$ cat src/verilog/tmps_pkg.sv
// package: register map, field layout and reset values of the timer mode select block
//
// Overview of operation
// - mode register bits 7..3 always read zero
// - both registers clear on reset and standby
// - bits 0..2 pick pwm for channels 3..5
// - pwm channel drives pins a, b, c
// - gr d is period, gr a..c duty
// - pwm channel ignores its io control registers
// - general registers stay writable in pwm mode
// - bits 7..4 give outputs d..a duty polarity
// - bits 3..0 give counters d..a complementary mode
package tmps_pkg;

  // bus and register geometry
  localparam int ADDR_W = 8;
  localparam int DATA_W = 32;
  localparam int GR_W = 16;
  localparam int CH_NUM = 3;
  localparam int GR_NUM = 12;
  localparam int IOC_NUM = 6;

  // register byte offsets
  localparam logic [7:0] OFF_MODE = 8'h00;
  localparam logic [7:0] OFF_PWM6 = 8'h04;
  localparam logic [7:0] OFF_GR_BASE = 8'h10;
  localparam logic [7:0] OFF_GR_LAST = 8'h3c;
  localparam logic [7:0] OFF_IOC_BASE = 8'h40;
  localparam logic [7:0] OFF_IOC_LAST = 8'h54;

  // reset values
  localparam logic [7:0] MODE_RST = 8'h00;
  localparam logic [7:0] PWM6_RST = 8'h00;
  localparam logic [15:0] GR_RST = 16'h0000;
  localparam logic [7:0] IOC_RST = 8'h00;

  // mode register: only the three pwm selects are stored
  localparam logic [7:0] MODE_WMASK = 8'h07;
  localparam int PWM_SEL_LSB = 0;

  // pwm6 register fields
  localparam int DUTY_POL_LSB = 4;
  localparam int COMP_SEL_LSB = 0;

  // io control fields: low nibble first pin, high nibble second pin
  localparam int IOC_EN_BIT = 0;
  localparam int IOC_LVL_BIT = 1;
  localparam int IOC_HI_LSB = 4;

  // general register slots within a channel
  localparam int GR_A = 0;
  localparam int GR_B = 1;
  localparam int GR_C = 2;
  localparam int GR_D = 3;

endpackage : tmps_pkg

$ cat src/verilog/tmps_pwm_chan.sv
// one channel of pwm waveform generation: shared period, three duties
`timescale 1ns/1ps
module tmps_pwm_chan
  import tmps_pkg::*;
(
  // clock and reset
  input wire logic pclk,
  input wire logic presetn,
  // control
  input wire logic en,
  input wire logic [GR_W-1:0] period,
  input wire logic [GR_W-1:0] duty_a,
  input wire logic [GR_W-1:0] duty_b,
  input wire logic [GR_W-1:0] duty_c,
  // waveforms
  output logic out_a,
  output logic out_b,
  output logic out_c
);

  logic [GR_W-1:0] cnt_r; // period counter

  // counter wraps at the period value, held at zero when off
  always_ff @(posedge pclk or negedge presetn)
  begin
    if (!presetn)
      cnt_r <= '0;
    else if (!en)
      cnt_r <= '0;
    else if (cnt_r >= period)
      cnt_r <= '0;
    else
      cnt_r <= cnt_r + 16'h0001;
  end

  // outputs high while the count is below each duty value
  always_ff @(posedge pclk or negedge presetn)
  begin
    if (!presetn)
    begin
      out_a <= 1'b0;
      out_b <= 1'b0;
      out_c <= 1'b0;
    end
    else
    begin
      out_a <= en && (cnt_r < duty_a);
      out_b <= en && (cnt_r < duty_b);
      out_c <= en && (cnt_r < duty_c);
    end
  end

  // the period register bounds the cycle
  per_wrap_a: assert property (@(posedge pclk) disable iff (!presetn)
    en && $stable(en) && cnt_r == period |=> cnt_r == 16'h0000 || !$past(en))
    else $error("counter did not wrap at period");

endmodule : tmps_pwm_chan

$ cat src/verilog/tmps_top.sv
// top: apb register file and mode steering for timer channels 3 to 5
//
// Decided for this implementation: the register offsets and register access over APB.
`timescale 1ns/1ps
module tmps_top
  import tmps_pkg::*;
(
  // apb clock and reset
  input wire logic pclk,
  input wire logic presetn,
  // apb request
  input wire logic psel,
  input wire logic penable,
  input wire logic pwrite,
  input wire logic [ADDR_W-1:0] paddr,
  input wire logic [DATA_W-1:0] pwdata,
  // apb answer
  output logic [DATA_W-1:0] prdata,
  output logic pready,
  output logic pslverr,
  // standby requests
  input wire logic hw_standby_pin,
  input wire logic sw_standby,
  // timer pins of channels 3..5, index 0 is channel 3
  output logic [CH_NUM-1:0] pin_a_o,
  output logic [CH_NUM-1:0] pin_a_oe,
  output logic [CH_NUM-1:0] pin_b_o,
  output logic [CH_NUM-1:0] pin_b_oe,
  output logic [CH_NUM-1:0] pin_c_o,
  output logic [CH_NUM-1:0] pin_c_oe,
  output logic [CH_NUM-1:0] pin_d_o,
  output logic [CH_NUM-1:0] pin_d_oe,
  // mode flags toward the channel logic
  output logic [CH_NUM-1:0] pwm_mode,
  // channel 6 configuration, index 0 is output a
  output logic [3:0] out_duty_polarity,
  output logic [3:0] counter_comp_select
);

  // stored registers
  logic [7:0] mode_r; // channel_mode_select
  logic [7:0] pwm6_r; // pwm6_output_mode
  logic [GR_W-1:0] gr_r [GR_NUM]; // general registers a..d per channel
  logic [7:0] ioc_r [IOC_NUM]; // two io control registers per channel

  // bus answer flops
  logic pready_r;
  logic [DATA_W-1:0] prdata_r;
  logic pslverr_r;

  // standby synchroniser
  logic hsb_s1_r;
  logic hsb_s2_r;
  logic hsb_s3_r;
  logic hw_sb_r;

  // decode
  logic acc_done; // access completes at this edge
  logic addr_err; // unmapped or misaligned
  logic wr_ev; // a write takes effect
  logic std_clr; // standby clears mode registers
  logic [DATA_W-1:0] rd_nxt;

  // pin drive, next values
  logic [CH_NUM-1:0] a_nxt;
  logic [CH_NUM-1:0] a_oe_nxt;
  logic [CH_NUM-1:0] b_nxt;
  logic [CH_NUM-1:0] b_oe_nxt;
  logic [CH_NUM-1:0] c_nxt;
  logic [CH_NUM-1:0] c_oe_nxt;
  logic [CH_NUM-1:0] d_nxt;
  logic [CH_NUM-1:0] d_oe_nxt;

  // pwm waveforms
  logic [CH_NUM-1:0] pwm_a;
  logic [CH_NUM-1:0] pwm_b;
  logic [CH_NUM-1:0] pwm_c;

  // address falls in the general register window
  function automatic logic is_gr(input logic [ADDR_W-1:0] a);
    return a >= OFF_GR_BASE && a <= OFF_GR_LAST && a[1:0] == 2'b00;
  endfunction : is_gr

  // address falls in the io control window
  function automatic logic is_ioc(input logic [ADDR_W-1:0] a);
    return a >= OFF_IOC_BASE && a <= OFF_IOC_LAST && a[1:0] == 2'b00;
  endfunction : is_ioc

  // word index within the general register window
  function automatic logic [3:0] gr_idx(input logic [ADDR_W-1:0] a);
    logic [ADDR_W-1:0] d;
    d = a - OFF_GR_BASE;
    return d[5:2];
  endfunction : gr_idx

  // word index within the io control window
  function automatic logic [2:0] ioc_idx(input logic [ADDR_W-1:0] a);
    logic [ADDR_W-1:0] d;
    d = a - OFF_IOC_BASE;
    return d[4:2];
  endfunction : ioc_idx

  // hardware standby pin: three flops, accept once two and three agree
  always_ff @(posedge pclk or negedge presetn)
  begin
    if (!presetn)
    begin
      hsb_s1_r <= 1'b0;
      hsb_s2_r <= 1'b0;
      hsb_s3_r <= 1'b0;
      hw_sb_r <= 1'b0;
    end
    else
    begin
      hsb_s1_r <= hw_standby_pin;
      hsb_s2_r <= hsb_s1_r;
      hsb_s3_r <= hsb_s2_r;
      if (hsb_s2_r == hsb_s3_r)
        hw_sb_r <= hsb_s3_r;
    end
  end

  // either standby mode holds the mode registers cleared
  assign std_clr = hw_sb_r || sw_standby;

  // request decode
  assign addr_err = !(paddr == OFF_MODE || paddr == OFF_PWM6 ||
                      is_gr(paddr) || is_ioc(paddr));
  assign acc_done = psel && penable && pready_r;
  assign wr_ev = acc_done && pwrite && !addr_err;

  // one wait state: answer flops load in the first access cycle
  always_ff @(posedge pclk or negedge presetn)
  begin
    if (!presetn)
      pready_r <= 1'b0;
    else
      pready_r <= psel && penable && !pready_r;
  end

  // read data mux, reserved and unmapped bits read zero
  always_comb
  begin
    rd_nxt = '0;
    if (paddr == OFF_MODE)
      rd_nxt[7:0] = mode_r & MODE_WMASK;
    else if (paddr == OFF_PWM6)
      rd_nxt[7:0] = pwm6_r;
    else if (is_gr(paddr))
      rd_nxt[GR_W-1:0] = gr_r[gr_idx(paddr)];
    else if (is_ioc(paddr))
      rd_nxt[7:0] = ioc_r[ioc_idx(paddr)];
  end

  // read data and error captured at the same edge that raises pready
  always_ff @(posedge pclk or negedge presetn)
  begin
    if (!presetn)
    begin
      prdata_r <= '0;
      pslverr_r <= 1'b0;
    end
    else if (psel && penable && !pready_r)
    begin
      prdata_r <= pwrite ? '0 : rd_nxt;
      pslverr_r <= addr_err;
    end
  end

  assign pready = pready_r;
  assign prdata = prdata_r;
  assign pslverr = pslverr_r && pready_r;

  // mode register: standby clear beats a write in the same cycle
  always_ff @(posedge pclk or negedge presetn)
  begin
    if (!presetn)
      mode_r <= MODE_RST;
    else if (std_clr)
      mode_r <= MODE_RST;
    else if (wr_ev && paddr == OFF_MODE)
      mode_r <= pwdata[7:0] & MODE_WMASK;
  end

  // pwm6 output mode register
  always_ff @(posedge pclk or negedge presetn)
  begin
    if (!presetn)
      pwm6_r <= PWM6_RST;
    else if (std_clr)
      pwm6_r <= PWM6_RST;
    else if (wr_ev && paddr == OFF_PWM6)
      pwm6_r <= pwdata[7:0];
  end

  // general registers: writable in every mode
  always_ff @(posedge pclk or negedge presetn)
  begin
    if (!presetn)
    begin
      for (int i = 0; i < GR_NUM; i++)
        gr_r[i] <= GR_RST;
    end
    else if (wr_ev && is_gr(paddr))
      gr_r[gr_idx(paddr)] <= pwdata[GR_W-1:0];
  end

  // io control registers, still stored while pwm ignores them
  always_ff @(posedge pclk or negedge presetn)
  begin
    if (!presetn)
    begin
      for (int i = 0; i < IOC_NUM; i++)
        ioc_r[i] <= IOC_RST;
    end
    else if (wr_ev && is_ioc(paddr))
      ioc_r[ioc_idx(paddr)] <= pwdata[7:0];
  end

  // mode flags, field slices of the stored registers
  assign pwm_mode = mode_r[PWM_SEL_LSB +: CH_NUM];
  assign out_duty_polarity = pwm6_r[DUTY_POL_LSB +: 4];
  assign counter_comp_select = pwm6_r[COMP_SEL_LSB +: 4];

  // one pwm generator per channel, period from d, duty from a..c
  for (genvar c = 0; c < CH_NUM; c++)
  begin : g_pwm
    tmps_pwm_chan u_pwm (
      .pclk(pclk),
      .presetn(presetn),
      .en(pwm_mode[c]),
      .period(gr_r[4*c+GR_D]),
      .duty_a(gr_r[4*c+GR_A]),
      .duty_b(gr_r[4*c+GR_B]),
      .duty_c(gr_r[4*c+GR_C]),
      .out_a(pwm_a[c]),
      .out_b(pwm_b[c]),
      .out_c(pwm_c[c])
    );
  end

  // pin steering: pwm overrides io control, which is then ignored
  always_comb
  begin
    for (int c = 0; c < CH_NUM; c++)
    begin
      if (pwm_mode[c])
      begin
        // pwm drives a..c; d is released so software cannot clash
        a_nxt[c] = pwm_a[c];
        a_oe_nxt[c] = 1'b1;
        b_nxt[c] = pwm_b[c];
        b_oe_nxt[c] = 1'b1;
        c_nxt[c] = pwm_c[c];
        c_oe_nxt[c] = 1'b1;
        d_nxt[c] = 1'b0;
        d_oe_nxt[c] = 1'b0;
      end
      else
      begin
        // compare mode: static levels from io control
        a_nxt[c] = ioc_r[2*c][IOC_LVL_BIT];
        a_oe_nxt[c] = ioc_r[2*c][IOC_EN_BIT];
        b_nxt[c] = ioc_r[2*c][IOC_HI_LSB+IOC_LVL_BIT];
        b_oe_nxt[c] = ioc_r[2*c][IOC_HI_LSB+IOC_EN_BIT];
        c_nxt[c] = ioc_r[2*c+1][IOC_LVL_BIT];
        c_oe_nxt[c] = ioc_r[2*c+1][IOC_EN_BIT];
        d_nxt[c] = ioc_r[2*c+1][IOC_HI_LSB+IOC_LVL_BIT];
        d_oe_nxt[c] = ioc_r[2*c+1][IOC_HI_LSB+IOC_EN_BIT];
      end
    end
  end

  // pins registered so no decode glitch reaches them
  always_ff @(posedge pclk or negedge presetn)
  begin
    if (!presetn)
    begin
      pin_a_o <= '0;
      pin_a_oe <= '0;
      pin_b_o <= '0;
      pin_b_oe <= '0;
      pin_c_o <= '0;
      pin_c_oe <= '0;
      pin_d_o <= '0;
      pin_d_oe <= '0;
    end
    else
    begin
      pin_a_o <= a_nxt;
      pin_a_oe <= a_oe_nxt;
      pin_b_o <= b_nxt;
      pin_b_oe <= b_oe_nxt;
      pin_c_o <= c_nxt;
      pin_c_oe <= c_oe_nxt;
      pin_d_o <= d_nxt;
      pin_d_oe <= d_oe_nxt;
    end
  end

  // reserved mode bits never read back as one
  rsv_zero_a: assert property (@(posedge pclk) disable iff (!presetn)
    psel && penable && pready && !pwrite && paddr == OFF_MODE |-> prdata[7:3] == 5'h00)
    else $error("reserved mode bits read nonzero");

  // standby clears both registers on the next edge
  stdby_clr_a: assert property (@(posedge pclk) disable iff (!presetn)
    std_clr |=> mode_r == 8'h00 && pwm6_r == 8'h00)
    else $error("standby did not clear mode registers");

  // a mode write keeps only the select bits
  mode_wr_a: assert property (@(posedge pclk) disable iff (!presetn)
    wr_ev && paddr == OFF_MODE && !std_clr |=> mode_r == ($past(pwdata[7:0]) & 8'h07))
    else $error("mode write stored wrong value");

  // select bit one puts the channel in pwm
  sel_map_a: assert property (@(posedge pclk) disable iff (!presetn)
    wr_ev && paddr == OFF_MODE && !std_clr |=> pwm_mode == $past(pwdata[2:0]))
    else $error("pwm select mapping wrong");

  // pwm channel drives its a pin from the generator
  pwm_pin_a: assert property (@(posedge pclk) disable iff (!presetn)
    pwm_mode[0] |=> pin_a_oe[0] && pin_a_o[0] == $past(pwm_a[0]))
    else $error("pwm channel pin a not driven");

  // io control has no effect on a pwm channel
  ioc_ign_a: assert property (@(posedge pclk) disable iff (!presetn)
    pwm_mode[1] && $stable(pwm_mode[1]) |=> pin_b_oe[1] && pin_c_oe[1])
    else $error("io control leaked into pwm channel");

  // general register accepts writes even in pwm mode
  gr_wr_a: assert property (@(posedge pclk) disable iff (!presetn)
    wr_ev && paddr == OFF_GR_BASE |=> gr_r[0] == $past(pwdata[15:0]))
    else $error("general register write lost");

  // pin d released while in pwm
  pin_d_a: assert property (@(posedge pclk) disable iff (!presetn)
    pwm_mode[2] |=> !pin_d_oe[2])
    else $error("pin d driven in pwm mode");

  // pwm6 fields land on their outputs
  pol_map_a: assert property (@(posedge pclk) disable iff (!presetn)
    wr_ev && paddr == OFF_PWM6 && !std_clr |=> out_duty_polarity == $past(pwdata[7:4]))
    else $error("duty polarity mapping wrong");

  comp_map_a: assert property (@(posedge pclk) disable iff (!presetn)
    wr_ev && paddr == OFF_PWM6 && !std_clr |=> counter_comp_select == $past(pwdata[3:0]))
    else $error("counter mode mapping wrong");

  // exactly one wait state in every access
  one_wait_a: assert property (@(posedge pclk) disable iff (!presetn)
    psel && penable && !pready |=> pready)
    else $error("access not answered after one wait");

endmodule : tmps_top
$ cat config.mk
export PLATFORM = sky130hd
export DESIGN_NAME = tmps_top
export DESIGN_NICKNAME = d
export VERILOG_FILES = /design/src/verilog/tmps_pkg.sv /design/src/verilog/tmps_pwm_chan.sv /design/src/verilog/tmps_top.sv
export SDC_FILE = /design/constraint.sdc
export NUM_CORES = 1
export LEC_CHECK = 0
export BUFFER_PORTS_ARGS = -buffer_cell sky130_fd_sc_hd__buf_2
export CAP_MARGIN = 25
export CORE_UTILIZATION = 47
export CTS_CLUSTER_SIZE = 16
export DETAILED_ROUTE_END_ITERATION = 8
export GPL_ROUTABILITY_DRIVEN = 0
export HOLD_SLACK_MARGIN = 0.12
export PLACE_DENSITY = 0.67
export SLEW_MARGIN = 10
export SYNTH_ARGS = -nofsm -noshare
export SYNTH_HDL_FRONTEND = slang
export SYNTH_SLANG_ARGS = --single-unit
export TNS_END_PERCENT = 100
$ cat constraint.sdc
create_clock -name pclk -period 2.37 [get_ports pclk]
set_clock_uncertainty 0.2 [all_clocks]
set_input_delay 0.237 -clock pclk [delete_from_list [all_inputs] [get_ports pclk]]
set_output_delay 0.237 -clock pclk [all_outputs]
set_load 0.03 [all_outputs]
# After elaboration in Yosys (flattened, before gate mapping)
# Cells that the tools add are included.
# classes
n_bitwise	2
add_sub_neg	5
mux	54
eq_ne	2
n_reduce_logical	35
magnitude_cmp	20
# op_table
cell	n
$bwmux 192	1
$mux 16	10
$lt 16x16->1	9
$mux 8	12
$bmux 16 s4	1
$demux 16 s4	1
$add 16x1->16 const B	3
$bwmux 48	1
$ge 16x16->1	3
$logic_and 1x1->1	25
$bmux 8 s3	1
$demux 8 s3	1
$mux 1	24
$eq 8x3->1 const B	1
$ge 8x5->1 const B	1
$ge 8x7->1 const B	1
$le 8x6->1 const B	1
$le 8x7->1 const B	1
$logic_not 8->1	1
$mux 3	2
$sub 6x5->6 const B	1
$ge 5x5->1 const B	1
$lt 5x1->1 const B	1
$not 4->5	1
other kinds (9)	14
# word_totals
in_bits	47
word_cells	165
out_inout_bits	69
reg_bits	370

# Longest topological paths before layout
# depth
word_depth	10
ltp_mapped	9
ltp_nobuf	7

# Cells and area by module
# A second synthesis with hierarchy kept.
# hier_totals
hier_cells	1761
area_unflattened_um2	20524.7
# modules_own_cells
module	seq_area_each_um2	cells_per_inst	n_inst	area_each_um2
tmps_top	7432.1	909	1	13554.2
tmps_pwm_chan	475.5	284	3	2323.5

# Worst setup path before layout
# No wires, ideal clock.
# synth_path
path_type	input-to-reg
from	input port paddr[4]
to	register prdata_r[10], in the netlist prdata[10]
required_time_ps	2049
setup_ps	121
arrival_ps	2340
path_stages	8
setup_slack_ps	-292
path_buffers	3
path_cell_list	clkbuf_1 > inv_1 > ha_1 > clkbuf_1 > clkbuf_1 > mux2_2 > a22oi_1 > nand2_1
# synth_via
elab_chain_len	9
word_cells_on_any_way	15
classes_between	add/sub (1); order compare (2); eq/ne (1); mux (7); bitwise (1); reduce/logical (3)
# synth_rtl
item	line_no	source
from (decl)	tmps_top.sv:15	input wire logic [ADDR_W-1:0] paddr,
$sub 6x5->6	tmps_top.sv:92	d = a - OFF_GR_BASE;
$not 4->5 (not written as such)	tmps_top.sv:150	rd_nxt[GR_W-1:0] = gr_r[gr_idx(paddr)];
$bmux 16 s4	tmps_top.sv:150	
$mux 16 (not written as such) (2 in series)	tmps_top.sv:150	
$mux 8	tmps_top.sv:149	else if (is_gr(paddr))
$mux 8	tmps_top.sv:147	else if (paddr == OFF_PWM6)
$mux 8 (*)	tmps_top.sv:145	if (paddr == OFF_MODE)
$mux 16 (*)	tmps_top.sv:165	prdata_r <= pwrite ? '0 : rd_nxt;
to (signal assigned)	tmps_top.sv:165	
to (decl)	tmps_top.sv:48	logic [DATA_W-1:0] prdata_r;
# Mark *: on every way between the ends. The rest lies on a longest branch, timed or not. The select of a mux whose other input is x is not followed.
# A chain may end at the register's enable or synchronous reset.

# Worst setup path after layout
# layout_path
from	register g_pwm[2].u_pwm.cnt_r[9]
to	register g_pwm[2].u_pwm.out_a
# layout_via
elab_chain_len	2
# layout_rtl
item	line_no	source
from (decl)	tmps_pwm_chan.sv:21	logic [GR_W-1:0] cnt_r;
from (signal assigned)	tmps_pwm_chan.sv:33	cnt_r <= cnt_r + 16'h0001;
$lt 16x16->1	tmps_pwm_chan.sv:47	out_a <= en && (cnt_r < duty_a);
$logic_and 1x1->1	tmps_pwm_chan.sv:47	
to (signal assigned)	tmps_pwm_chan.sv:47	
to (decl)	tmps_pwm_chan.sv:16	output logic out_a,
# No other way between the ends.

==> summary.md <==
| Metric | Value |
|---|---|
| Worst Path Max Fanout | 3 |
| Clk_lat worst skew | 0.57 ns |
| Clock transition at path regs | roughly 0.06 ns |
| PortBufs | 83 |
| RSZ-0062 raised after global routing | false |
| Syn Area/Cell | 11.32 um^2 |
| Post-synth cell types | 56 |
| HP Class | flip-flop to flip-flop |
| Hold path depth | 0 |
| Worst Setup End Kind | flip-flop |
| First-pass GRT wire length | between 80,000 and 90,000 um |
| Total congestion overflow | 0 |
| Maximum clock rate | roughly 450 MHz |
| Mapped cell area | 20,540 um^2 |
| Area growth from synthesis to layout | 17.10% |
| Clock Sinks | approximately 350 |
| Synthesis Warnings | 0 |
| Switch Pwr | approximately 3.1 mW |
| IO Count | 116 |
| Die H | 211.0 um |
| Clock network power share | around 50% |
| # Max-Cap Violations | 0 |
| Core Region | 43,080 um^2 |
| H-tree depth | 2 |
| Rel. slew slack | between 40 and 50% |
| CP Class | flip-flop to flip-flop |
| Final setup viols | 0 |
| CP startpoint kind | flip-flop |
| Antenna Cells | 0 |
| Worst path arrival time | between 2 and 2.5 ns |
| Die ar. | roughly 45,000 um^2 |
| Post-Syn Instances | 1,815 |
| Sw Share | 23.18% |
| Worst-Margin Slew | 0.8126 ns |
| Outcome | finished clean |
| Share of post-route cells with drive strength above 1 | between 20% and 30% |
| Reg2reg start | g_pwm[2].u_pwm.cnt_r[9]$_DFF_PN0_ |
| Fin nets | 2,226 |
| ANT nets after route | 0 |
| Final hold slack | approximately 0.15 ns |
| Ys flop type | dfrtp_1 |
| Sequential share of the synthesized area | 43.13% |
| # DRC | 0 |
| Worst reg2reg path depth | 6 |
| Fin crit period | approximately 2.2 ns |
| Core Util, Final | 55.83% |
| EDFF count, synth | 0 |
| Clk buf depth | 3 |
| First DRT Iteration DRCs | ~950 |
| PwrDens | roughly 560 nW/um^2 |
| Avg WL per Cell | 20.83 um |
| Largest vdd supply drop | approximately 0.00044 V |
| Internal power | approximately 10 mW |
| Antenna violations before repair | 4 |
| Total global-route track usage | 25.41% |
| Worst Setup SP | g_pwm[2].u_pwm.cnt_r[9]$_DFF_PN0_ |
| Static leakage | 11.79 nW |
| TritonCTS clock tree | done |
| Initial Utilization | 47.68% |
| Reg power frac | 45.3% |
| Vias after detailed routing | ~15,000 |
| Combinational share of power | 5.4% |
| Via density | roughly 5.7 |
| Total power draw | 13.42 mW |
| Detailed Place HPWL | about 40,000 um |
| Die X | 211.0 um |
| Ys async rst share | 100.0% |
| Vias in the first global route | 15,370 |
| CTS root buffer | clkbuf_16 |
| Num rows | 76 |
| DRT Pass-1 Iters | 5 |
| Fillers | ~3,700 |
| Final-report hold violation count | 0 |
| Largest net degree at the start of global routing | 94 |
| Register bit total from synthesis | around 350 |
| Post-Route WL | 54,210 um |
| Hold Crit Start | hsb_s1_r$_DFF_PN0_ |
| Worst Path Required | 2.59 ns |
| Pins Over Slew Limit | 0 |
| Crit share post-route | 94.22% |
| CTS buffer count | 40 |
[worst max-delay path: stages (launching register included)]
cell and delay [ns]:
dfrtp_1 0.40, buf_4 0.16, ha_1 0.31, a21o_1 0.18
a211oi_1 0.22, o21ai_0 0.15, a211oi_1 0.46
[path summary, 6_finish.rpt]
kind / end / slack, ns
max: g_pwm[2].u_pwm.out_a$_DFF_PN0_ / 0.14
min: hsb_s2_r$_DFF_PN0_ / 0.15
max reg2reg: g_pwm[2].u_pwm.out_a$_DFF_PN0_ / 0.14
min reg2reg: hsb_s2_r$_DFF_PN0_ / 0.15
max in group asynchronous: hw_sb_r$_DFFE_PN0N_ / 0.82
min in group asynchronous: gr_r[110]$_DFFE_PN0P_ / 0.63
[metal layers]
metal | wire length (um) | track usage, % | up-vias
met5 | 0 | 0 | -
met4 | 1170 | 6.322 | 0
met3 | 2508 | 3.851 | 77
met2 | 26330 | 42.72 | 374
met1 | 24200 | 34.38 | 7521
li1 | - | - | 6787
[cells in the mapped netlist, drive strengths merged (3+ instances only)]
| master | number | area share (%) |
|---|---|---|
| xor2 | 25 | 1.1 |
| a22o | 13 | 0.55 |
| o211ai | 9 | 0.33 |
| or2 | 12 | 0.37 |
| nor3b | 6 | 0.22 |
| nand2 | 87 | 1.6 |
| mux4 | 43 | 4.7 |
| o22ai | 18 | 0.55 |
| xnor2 | 17 | 0.72 |
| clkbuf | 40 | 0.74 |
| and3 | 15 | 0.46 |
| a21oi | 46 | 1.1 |
| a21o | 42 | 1.5 |
| mux2i | 43 | 2.1 |
| nor3 | 41 | 1.1 |
| dfrtp | 354 | 43 |
| nand4 | 30 | 0.97 |
| nand2b | 18 | 0.55 |
| nand3b | 10 | 0.37 |
| nand3 | 56 | 1.4 |
| nor2 | 70 | 1.5 |
| a31oi | 13 | 0.40 |
| mux2 | 257 | 14 |
| inv | 192 | 3.5 |
| a211oi | 22 | 0.80 |
| a22oi | 11 | 0.40 |
| buf | 53 | 1.6 |
| nor4 | 7 | 0.21 |
| or3 | 3 | 0.091 |
| ha | 191 | 12 |
| a32o | 3 | 0.15 |
| o21ai | 38 | 0.93 |
| nor2b | 12 | 0.37 |
[state kept, by name (all words and copies together) (netlist names), 3 cells and up]
name / cells
mode_r: 3
pin_c_o: 3
pin_d_oe: 3
pin_b_oe: 3
pin_a_oe: 3
g_pwm.u_pwm.cnt_r: 48
pin_a_o: 3
pin_c_oe: 3
g_pwm.u_pwm.out_b: 3
prdata: 16
pwm6_r: 8
pin_b_o: 3
pin_d_o: 3
g_pwm.u_pwm.out_a: 3
gr_r: 192
g_pwm.u_pwm.out_c: 3
ioc_r: 48
[logic make-up after synthesis]
| kind of cell | count (synthesis) | share of synthesized area, % |
|---|---|---|
| compound gates | 224 | 7.232 |
| xor+xnor | 42 | 1.791 |
| fa+ha+maj | 192 | 11.69 |
| buf+inv | 285 | 5.818 |
| flops | 354 | 43.13 |
| mux | 343 | 20.90 |
| other cells | 1 | 0.01826 |
| simple gates | 374 | 9.419 |
[metrics by stage]
step	instances	instance area [um^2]	worst slack [ns]	setup TNS, ns
floorplan	1830	20600	-0.01063	-0.6316
global placement	2502	22340	-0.1445	-13.54
detailed placement	2502	22340	-0.1886	-20.47
CTS	2600	24000	0.02952	0
global route	2603	24050	0.001368	0
finish	2603	24050	0.1370	0
[cell usage in the layout (no fill, tap or decap), types with 28 or more instances in the layout]
cell type / netlist / final
dfrtp_1: 354 / 354
nand4_1: 28 / 28
a21oi_1: 46 / 45
mux2i_1: 43 / 43
o21ai_0: 38 / 38
nand3_1: 55 / 55
clkbuf_16: 0 / 41
inv_1: 192 / 192
mux4_2: 43 / 43
ha_1: 191 / 191
nand2_1: 87 / 87
buf_4: 28 / 76
nor2_1: 57 / 56
a21o_1: 42 / 42
mux2_2: 257 / 257
nor3_1: 40 / 40
buf_2: 15 / 80
[power by group through the flow]
stage / clock (mW) / combinational, mW / sequential [mW]
2_1_floorplan: 0 / 0.337 / 6.20
3_3_place_gp: 0 / 0.679 / 6.19
3_5_place_dp: 0 / 0.690 / 6.19
4_1_cts: 6.70 / 0.730 / 6.08
5_1_grt: 6.97 / 0.789 / 6.08
6_report: 6.61 / 0.726 / 6.08
[timing repair]
| item | CTS | global route |
|---|---|---|
| hold buffers | 26 | 0 |
| setup endpoints to repair | 0 | 18 |
| endpoints found under the hold margin | 596 | 0 |
| resized for setup | 0 | 5 |
| buffers inserted | 0 | 3 |
[layout make-up]
cell class	count	area (um^2)	share of cell area, %
sequential	354	8859	36.83
tap	585	732.0	3.044
multi-input combinational	1191	10560	43.92
timing repair buffer	209	1777	7.388
clock buffer	56	1172	4.875
inverter	192	720.7	2.997
clock inverter	16	226.5	0.9417
No activity file was read; power rests on OpenSTA's default activity.
